[src/rtl/elcap_pkg.sv]
// elcap_pkg: constants, codes and carrier structs of the event/latch input capture block
// assumes a 50 MHz system clock and an APB master with 32-bit data
package elcap_pkg;
	localparam int CLK_NS = 20;
	localparam int NUM_CH = 8;
	localparam int ADDR_W = 8;
	localparam int DATA_W = 32;
	localparam int BNC_CW = 18;

	// register byte offsets
	localparam logic [ADDR_W-1:0] OFS_MODE = 8'h00;
	localparam logic [ADDR_W-1:0] OFS_EDGE = 8'h04;
	localparam logic [ADDR_W-1:0] OFS_BOUNCE = 8'h08;
	localparam logic [ADDR_W-1:0] OFS_LATCH = 8'h0c;
	localparam logic [ADDR_W-1:0] OFS_LEVEL = 8'h10;
	localparam logic [ADDR_W-1:0] OFS_STATUS = 8'h14;
	localparam logic [ADDR_W-1:0] OFS_MASK = 8'h18;

	// field layout: edge 2 bits per channel, bounce code 4 bits per channel (3 used)
	localparam int EDGE_FW = 2;
	localparam int BNC_FW = 4;
	localparam int BNC_SW = 3;

	localparam logic [DATA_W-1:0] ZERO_WORD = 32'h0000_0000;

	// debounce settings in ns, as listed
	localparam int BNC_T0_NS = 2;
	localparam int BNC_T0_SCALE = 1000;
	localparam int BNC_T0 = BNC_T0_NS * BNC_T0_SCALE;
	localparam int BNC_T1 = 4000;
	localparam int BNC_T2 = 12000;
	localparam int BNC_T3 = 40000;
	localparam int BNC_T4 = 120000;
	localparam int BNC_T5 = 400000;
	localparam int BNC_T6 = 1200000;
	localparam int BNC_T7 = 4000000;
	// least times round up to whole cycles
	localparam int BNC_C0 = (BNC_T0 + CLK_NS - 1) / CLK_NS;
	localparam int BNC_C1 = (BNC_T1 + CLK_NS - 1) / CLK_NS;
	localparam int BNC_C2 = (BNC_T2 + CLK_NS - 1) / CLK_NS;
	localparam int BNC_C3 = (BNC_T3 + CLK_NS - 1) / CLK_NS;
	localparam int BNC_C4 = (BNC_T4 + CLK_NS - 1) / CLK_NS;
	localparam int BNC_C5 = (BNC_T5 + CLK_NS - 1) / CLK_NS;
	localparam int BNC_C6 = (BNC_T6 + CLK_NS - 1) / CLK_NS;
	localparam int BNC_C7 = (BNC_T7 + CLK_NS - 1) / CLK_NS;

	// longest event latency, rounded down
	localparam int EVT_LAT_NS = 500000;
	localparam int EVT_LAT_CYC = EVT_LAT_NS / CLK_NS;

	typedef enum logic [1:0] {
		ELCAP_EDGE_RISE = 2'h0,
		ELCAP_EDGE_FALL = 2'h1,
		ELCAP_EDGE_BOTH = 2'h2
	} elcap_edge_t;

	typedef enum logic [1:0] {
		ELCAP_ST_WAIT = 2'b01,
		ELCAP_ST_RESP = 2'b10
	} elcap_apb_st_t;

	typedef struct packed {
		logic psel;
		logic penable;
		logic pwrite;
		logic [ADDR_W-1:0] paddr;
		logic [DATA_W-1:0] pwdata;
	} elcap_apb_req_t;

	typedef struct packed {
		logic pready;
		logic pslverr;
		logic [DATA_W-1:0] prdata;
	} elcap_apb_rsp_t;
endpackage

[src/rtl/elcap_top.sv]
// elcap_top: event/latch capture on fast inputs, APB register slave, interrupt
// assumes pins asynchronous to clk; software acting as main cyclic task reads the latch register
//
// The register addresses and the APB slave port are this design's own decisions.
`timescale 1ns/1ps
module elcap_top
	import elcap_pkg::*;
#(
	parameter int N_CH = NUM_CH,
	parameter int BNC_CYC4 = BNC_C4,
	parameter int BNC_CYC5 = BNC_C5,
	parameter int BNC_CYC6 = BNC_C6,
	parameter int BNC_CYC7 = BNC_C7
) (
	input wire logic clk,
	input wire logic rst,
	input elcap_pkg::elcap_apb_req_t apb_req,
	output elcap_pkg::elcap_apb_rsp_t apb_rsp,
	input wire logic [N_CH-1:0] pin_in,
	output logic [N_CH-1:0] event_trig,
	output logic [N_CH-1:0] latched,
	output logic irq
);
	import elcap_pkg::*;

	typedef struct packed {
		elcap_apb_st_t apb_st;
		elcap_apb_rsp_t rsp;
		logic [N_CH-1:0] rd_snap;
		logic [N_CH-1:0] mode;
		logic [EDGE_FW*N_CH-1:0] edge_sel;
		logic [BNC_FW*N_CH-1:0] bounce;
		logic [N_CH-1:0] latch;
		logic [N_CH-1:0] filt_prev;
		logic [N_CH-1:0] trig;
		logic [N_CH-1:0] status;
		logic [N_CH-1:0] mask;
		logic irq;
	} elcap_top_st_t;

	elcap_top_st_t st_reg;
	elcap_top_st_t st_next;
	logic [N_CH-1:0] pin_sync;
	logic [N_CH-1:0] filt;
	logic [N_CH-1:0] rise;
	logic [N_CH-1:0] fall;
	logic [N_CH-1:0] hit;
	logic [N_CH-1:0] wmask;
	logic [N_CH-1:0] ack_clr;
	logic [DATA_W-1:0] rd_word;
	logic addr_ok;
	logic wr_done;
	logic rd_done;

	elcap_sync #(
		.W(N_CH)
	) u_sync (
		.clk(clk),
		.rst(rst),
		.din(pin_in),
		.dout(pin_sync)
	);

	// bounce code to cycle count; the long settings are parameters so a bench can shorten them
	function automatic logic [BNC_CW-1:0] bnc_limit(input logic [BNC_SW-1:0] code);
		logic [BNC_CW-1:0] lim;
		lim = BNC_CW'(BNC_C0);
		case (code)
			3'h0: lim = BNC_CW'(BNC_C0);
			3'h1: lim = BNC_CW'(BNC_C1);
			3'h2: lim = BNC_CW'(BNC_C2);
			3'h3: lim = BNC_CW'(BNC_C3);
			3'h4: lim = BNC_CW'(BNC_CYC4);
			3'h5: lim = BNC_CW'(BNC_CYC5);
			3'h6: lim = BNC_CW'(BNC_CYC6);
			3'h7: lim = BNC_CW'(BNC_CYC7);
			default: lim = BNC_CW'(BNC_C0);
		endcase
		return lim;
	endfunction

	genvar gi;
	generate
		for (gi = 0; gi < N_CH; gi++) begin : g_ch
			logic [EDGE_FW-1:0] esel;
			assign esel = st_reg.edge_sel[gi*EDGE_FW +: EDGE_FW];
			elcap_bounce #(
				.CW(BNC_CW)
			) u_bnc (
				.clk(clk),
				.rst(rst),
				.din(pin_sync[gi]),
				.limit(bnc_limit(st_reg.bounce[gi*BNC_FW +: BNC_SW])),
				.dout(filt[gi])
			);
			assign rise[gi] = filt[gi] & ~st_reg.filt_prev[gi];
			assign fall[gi] = ~filt[gi] & st_reg.filt_prev[gi];
			// edge select gated by event mode
			assign hit[gi] = st_reg.mode[gi] & (
				(esel == ELCAP_EDGE_RISE & rise[gi]) |
				(esel == ELCAP_EDGE_FALL & fall[gi]) |
				(esel == ELCAP_EDGE_BOTH & (rise[gi] | fall[gi])));
		end
	endgenerate

	always_comb begin
		addr_ok = 1'b1;
		rd_word = ZERO_WORD;
		case (apb_req.paddr)
			OFS_MODE: rd_word[N_CH-1:0] = st_reg.mode;
			OFS_EDGE: rd_word[EDGE_FW*N_CH-1:0] = st_reg.edge_sel;
			OFS_BOUNCE: rd_word[BNC_FW*N_CH-1:0] = st_reg.bounce;
			OFS_LATCH: rd_word[N_CH-1:0] = st_reg.latch;
			OFS_LEVEL: rd_word[N_CH-1:0] = filt;
			OFS_STATUS: rd_word[N_CH-1:0] = st_reg.status;
			OFS_MASK: rd_word[N_CH-1:0] = st_reg.mask;
			default: addr_ok = 1'b0;
		endcase
	end

	assign wr_done = apb_req.psel & apb_req.penable & st_reg.rsp.pready & apb_req.pwrite & addr_ok;
	assign rd_done = apb_req.psel & apb_req.penable & st_reg.rsp.pready & ~apb_req.pwrite;
	assign wmask = apb_req.pwdata[N_CH-1:0];
	// only a completed read of the latch register, or setting the channel's mode bit to event, releases it
	// any reader of this register acts as the main task
	assign ack_clr = (rd_done && apb_req.paddr == OFS_LATCH) ? st_reg.rd_snap : '0;

	always_comb begin
		st_next = st_reg;
		st_next.filt_prev = filt;
		// apb slave: one wait cycle, then pready for a single cycle
		st_next.rsp.pready = 1'b0;
		st_next.rsp.pslverr = 1'b0;
		case (st_reg.apb_st)
			ELCAP_ST_WAIT: begin
				if (apb_req.psel && apb_req.penable) begin
					st_next.apb_st = ELCAP_ST_RESP;
					st_next.rsp.pready = 1'b1;
					st_next.rsp.pslverr = ~addr_ok;
					st_next.rsp.prdata = apb_req.pwrite ? ZERO_WORD : rd_word;
					// snapshot so only bits software actually saw get cleared
					st_next.rd_snap = st_reg.latch;
				end
			end
			ELCAP_ST_RESP: begin
				st_next.apb_st = ELCAP_ST_WAIT;
				st_next.rsp.prdata = ZERO_WORD;
			end
			default: begin
				st_next.apb_st = ELCAP_ST_WAIT;
			end
		endcase
		if (wr_done) begin
			case (apb_req.paddr)
				OFS_MODE: st_next.mode = wmask;
				OFS_EDGE: st_next.edge_sel = apb_req.pwdata[EDGE_FW*N_CH-1:0];
				OFS_BOUNCE: st_next.bounce = apb_req.pwdata[BNC_FW*N_CH-1:0];
				OFS_MASK: st_next.mask = wmask;
				default: st_next.mask = st_reg.mask;
			endcase
		end
		// sticky capture of any filtered high on a latch-mode channel
		// read clear first, then a high re-sets
		st_next.latch = ((st_reg.latch & ~ack_clr) | filt) & ~st_reg.mode;
		// trigger one cycle after the filtered edge
		st_next.trig = hit;
		st_next.status = st_reg.status;
		if (wr_done && apb_req.paddr == OFS_STATUS) begin
			st_next.status = st_reg.status & ~wmask;
		end
		// set wins over a write-one clear in the same cycle
		st_next.status = st_next.status | hit;
		st_next.irq = |(st_next.status & st_next.mask);
	end

	// latch mode and rising edge after reset
	always_ff @(posedge clk or posedge rst) begin
		if (rst) begin
			st_reg <= '0;
			st_reg.apb_st <= ELCAP_ST_WAIT;
		end else begin
			st_reg <= st_next;
		end
	end

	assign apb_rsp = st_reg.rsp;
	assign event_trig = st_reg.trig;
	assign latched = st_reg.latch;
	assign irq = st_reg.irq;
endmodule // elcap_top

[src/rtl/elcap_sync.sv]
// elcap_sync: three-flop input synchroniser per bit; output moves once flops two and three agree
// assumes asynchronous pin inputs and the block clock
`timescale 1ns/1ps
module elcap_sync #(
	parameter int W = 8
) (
	input wire logic clk,
	input wire logic rst,
	input wire logic [W-1:0] din,
	output logic [W-1:0] dout
);
	typedef struct packed {
		logic [W-1:0] s1;
		logic [W-1:0] s2;
		logic [W-1:0] s3;
		logic [W-1:0] q;
	} elcap_sync_st_t;

	elcap_sync_st_t st_reg;
	elcap_sync_st_t st_next;
	logic [W-1:0] agree;

	always_comb begin
		st_next = st_reg;
		st_next.s1 = din;
		st_next.s2 = st_reg.s1;
		st_next.s3 = st_reg.s2;
		// first flop feeds only the second
		agree = ~(st_reg.s2 ^ st_reg.s3);
		st_next.q = (st_reg.q & ~agree) | (st_reg.s3 & agree);
	end

	always_ff @(posedge clk or posedge rst) begin
		if (rst) begin
			st_reg <= '0;
		end else begin
			st_reg <= st_next;
		end
	end

	assign dout = st_reg.q;
endmodule // elcap_sync

[src/rtl/elcap_bounce.sv]
// elcap_bounce: debounce filter; output follows input once it has stood for limit cycles
// assumes a synchronised input and a limit of at least one
`timescale 1ns/1ps
module elcap_bounce #(
	parameter int CW = 18
) (
	input wire logic clk,
	input wire logic rst,
	input wire logic din,
	input wire logic [CW-1:0] limit,
	output logic dout
);
	typedef struct packed {
		logic [CW-1:0] cnt;
		logic lvl;
	} elcap_bnc_st_t;

	elcap_bnc_st_t st_reg;
	elcap_bnc_st_t st_next;
	logic [CW-1:0] cnt_inc;

	always_comb begin
		st_next = st_reg;
		cnt_inc = st_reg.cnt + {{(CW-1){1'b0}}, 1'b1};
		// any glitch back to the held level restarts the wait
		if (din == st_reg.lvl) begin
			st_next.cnt = '0;
		end else if (cnt_inc >= limit) begin
			st_next.lvl = din;
			st_next.cnt = '0;
		end else begin
			st_next.cnt = cnt_inc;
		end
	end

	always_ff @(posedge clk or posedge rst) begin
		if (rst) begin
			st_reg <= '0;
		end else begin
			st_reg <= st_next;
		end
	end

	assign dout = st_reg.lvl;
endmodule // elcap_bounce

[config.mk]
export PLATFORM = sky130hd
export DESIGN_NAME = elcap_top
export DESIGN_NICKNAME = d
export VERILOG_FILES = /design/src/rtl/elcap_pkg.sv /design/src/rtl/elcap_top.sv /design/src/rtl/elcap_sync.sv /design/src/rtl/elcap_bounce.sv
export SDC_FILE = /design/constraint.sdc
export NUM_CORES = 1
export LEC_CHECK = 0
export ABC_AREA = 1
export ABC_CLOCK_PERIOD_IN_PS = 8500
export BUFFER_PORTS_ARGS = -buffer_cell sky130_fd_sc_hd__buf_2
export CAP_MARGIN = 0
export CORE_MARGIN = 1
export CORE_UTILIZATION = 45
export DETAILED_ROUTE_END_ITERATION = 10
export PLACE_DENSITY_LB_ADDON = 0.2
export SLEW_MARGIN = 0
export SYNTH_ARGS = -nofsm -noshare
export SYNTH_HDL_FRONTEND = slang
export SYNTH_HIERARCHICAL = 1
export SYNTH_SLANG_ARGS = --single-unit
[constraint.sdc]
create_clock -name clk -period 8.5 [get_ports clk]
set_input_delay 0.425 -clock clk [delete_from_list [all_inputs] [get_ports clk]]
set_output_delay 0.425 -clock clk [all_outputs]
set_load 0.05 [all_outputs]
==> reports/metrics.yaml <==
detailed_routing:
  drtIter0Drc: 1002
  vias_per_cell: 4.78
  drt-pass1-iter-count: 5
  vias: 17900
  drtAntennaViolNets: 0
  wl_per_cell_um: 14.3
  routed_wl_um: 53700
  route.detailed.drc: 0
setup_path:
  critical_path.max_fanout: 18
  cp_num_cells: 17
  worstSetupStartpoint: "g_ch[4].u_bnc/st_reg[1]$_DFF_PP0_"
  crit_arrival_ns: 3.51
  worstPathCellList: "ha_1, nand2_2, inv_2, nand3_2, nor2_4, nand3_1, xor2_1, inv_1, ha_1, nand2_2, inv_2, nand2_1, nand2_1, o21bai_1, nor2_2, nand3_4, nor2_1"
  path_buf_inv: 3
  crit_family: "simple AND/OR/NAND/NOR gates"
  cp-end-kind: "flop"
  critical_path_class: "flop to flop"
  crit_path_start_kind: "flop"
  rr_worst_depth: 17
  cp.required_ns: 8.97
  timing.critical_path.slowest_cell_delay_ns: 0.47
  cpMaxStageDelayCell: "dfrtp_1"
  r2r-start: "g_ch[4].u_bnc/st_reg[1]$_DFF_PP0_"
clock_tree:
  htree_levels: 2
  clock_latency_ns: 0.56
  cts_tree: "built"
  cts_made_buffers: 40
  root_buffer: "clkbuf_16"
  cts.sinks: 325
  post_cts_buffers: 0
  clock_path_buffers: 3
  cts.clk_slew.worst_paths_ns: 0.06
worst_hold_path:
  holdPathStages: 3
  worstHoldStart: "apb_req[22]"
  hold_path_class: "primary input to flop"
sta:
  rsz0062_at_grt: "no"
  setup_violations: 0
  min_period_ns: 3.03
  setup_tns_ns: 0
  finalHoldViolCount: 0
  max_freq_mhz: 330
  relSlewSlack_pct: 30.9
  period_share_pct: 35.7
  clock-skew-final_ns: 0.0232
  drv_slew: 0
  hold-worst-slack_ns: 0.117
  worstMarginPinSlew_ns: 1.03
job:
  cap_violations: 0
power_and_ir_drop:
  p_clk_share_pct: 48.4
  p_switching_uw: 929
  combinationalPowerShare_pct: 7.3
  total_power_uw: 3630
  power_frac_seq_pct: 44.3
  switching_share_pct: 25.6
  power.density_nw_per_um2: 144
  p_leak_uw: 0.0136
  p_int_uw: 2700
  ir_drop_mv: 0.141
die:
  fp.dieW_um: 228
  die_height_um: 228
  row_count: 82
  start_util_pct: 45.8
  die-area_um2: 52000
  core_um2: 50300
  pin_count: 104
global_routing:
  grt_max_degree: 74
  grt_pass1_vias: 17700
  overflow: 0
  grt_pass1_wl_um: 88900
  grt_usage_pct: 21.0
  antenna_found_initial: 4
placed_design:
  dp_hpwl_um: 41300
  dp.cells: 3667
  gp_congestion: 0.880
  portBuffers: 103
cells_and_area:
  finalNetCount: 3306
  fill_cells: 4954
  drive_gt1_share_pct: 15.1
  instances_no_fill: 3748
  area_growth_pct: 9.28
  multi_input_area_um2: 11800
  largest_reg_flops: 144
  area.sequential_um2: 8130
synthesis:
  synthCells: 2969
  synth_seq_cells: 325
  post-synth-top-area-fraction_pct: 35.2
  synthFlopType: "dfrtp_1"
  synth_cell_types: 50
  yosysTopAreaCell: "dfrtp_1"
  async_reset_ff_share_pct: 100
  synth_area_leaders: "dfrtp_1, ha_1, inv_1"
  yosysSeqAreaShare_pct: 35.4
  yosysMostFrequentCell: "inv_1"
  synthTopCellsByCount: "inv_1, nand2_1, nor2_1"
  yosys_warnings: 6
  synthesis.area_um2: 23000
  synth_area_per_cell_um2: 7.75
  synth_edf_count: 0
status:
  status: "complete, no violations"
-- power groups by stage --
stage	combinational (µW)	clock (µW)	sequential, µW
floorplan	213	0	1630
global placement	259	0	1640
detailed placement	268	0	1640
CTS	272	1810	1610
global route	305	1870	1610
finish	266	1760	1610
-- cell usage in the layout, fill, tap and decap left out, drive strengths merged, types with 3 or more instances in the layout --
| cell | instances |
|---|---|
| o31ai | 3 |
| nor3 | 40 |
| a21o | 15 |
| nand3 | 134 |
| o21ai | 115 |
| ha | 208 |
| nor2 | 501 |
| clkinv | 11 |
| o211ai | 4 |
| bufinv | 4 |
| xnor2 | 16 |
| o22ai | 8 |
| dfrtp | 324 |
| a221oi | 4 |
| o21bai | 23 |
| buf | 106 |
| clkinvlp | 8 |
| inv | 638 |
| nand2 | 626 |
| a211oi | 8 |
| and2 | 15 |
| a21oi | 81 |
| or2 | 7 |
| nand4 | 25 |
| xor2 | 66 |
| o221ai | 7 |
| clkbuf | 48 |
| conb | 16 |
| dlygate4sd3 | 8 |
-- what timing repair did --
item | in CTS | in global routing
hold endpoints to repair | 8 | 0
hold buffers | 8 | 0
gates resized for setup | 0 | 0
-- worst register-to-register path, stage by stage (launching register included) --
cell      delay [ns]
dfrtp_1         0.47
ha_1            0.23
nand2_2         0.07
inv_2           0.07
nand3_2         0.11
nor2_4          0.15
nand3_1         0.10
xor2_1          0.29
inv_1           0.08
ha_1            0.29
nand2_2         0.09
inv_2           0.03
nand2_1         0.05
nand2_1         0.06
o21bai_1        0.17
nor2_2          0.15
nand3_4         0.35
nor2_1          0.20
-- per-layer routing --
layer / track usage [%] / wire (µm) / vias up
met5: 0 / 45 / -
met4: 5.60 / 1030 / 6
met3: 3.15 / 2180 / 71
met2: 35.6 / 25200 / 267
met1: 28.0 / 25300 / 8405
li1: - / - / 9154
-- layout make-up --
class | count | share of cell area, %
diodes | 1 | 0.00996
clock buffers | 48 | 4.35
clock inverters | 24 | 1.03
inverters | 637 | 9.55
multi-input cells | 1927 | 46.9
flip-flops and latches | 325 | 32.4
well taps | 672 | 3.34
repair buffers | 114 | 2.46
-- worst paths after layout --
check                      slack [ns]                                end
setup / recovery                 5.47  g_ch[4].u_bnc/st_reg[5]$_DFF_PP0_
hold reg to reg                  0.35        u_sync/st_next[8]$_DFF_PP0_
setup reg to reg                 5.47  g_ch[4].u_bnc/st_reg[5]$_DFF_PP0_
min in group asynchronous        0.25            event_trig[4]$_DFF_PP0_
max in group asynchronous        6.87             st_reg[66]$_DFFE_PP0P_
hold / removal                   0.12             st_reg[63]$_DFFE_PP0P_
-- per-stage QoR --
stage	utilization, %	area, µm²	worst slack, ns
after floorplan	-	23100	4.30
after global placement	47.2	23700	5.41
after detailed placement	47.2	23700	5.32
after CTS	50.0	25100	5.46
after global routing	50.0	25100	5.12
final	50.0	25100	5.47
-- kinds of logic (layout without fill, tap and decap cells) --
group / Yosys count / after routing / synth area share [%]
AO/OA/AOI/OAI: 270 / 270 / 6.87
XOR/XNOR: 82 / 82 / 3.35
adder cells (fa/ha/maj): 208 / 208 / 11.3
buffers and inverters: 732 / 823 / 13.6
flip-flops: 325 / 325 / 35.4
other: 1 / 17 / 0.0163
AND/OR/NAND/NOR: 1351 / 1351 / 29.5
(Power assumes the default switching activity.)
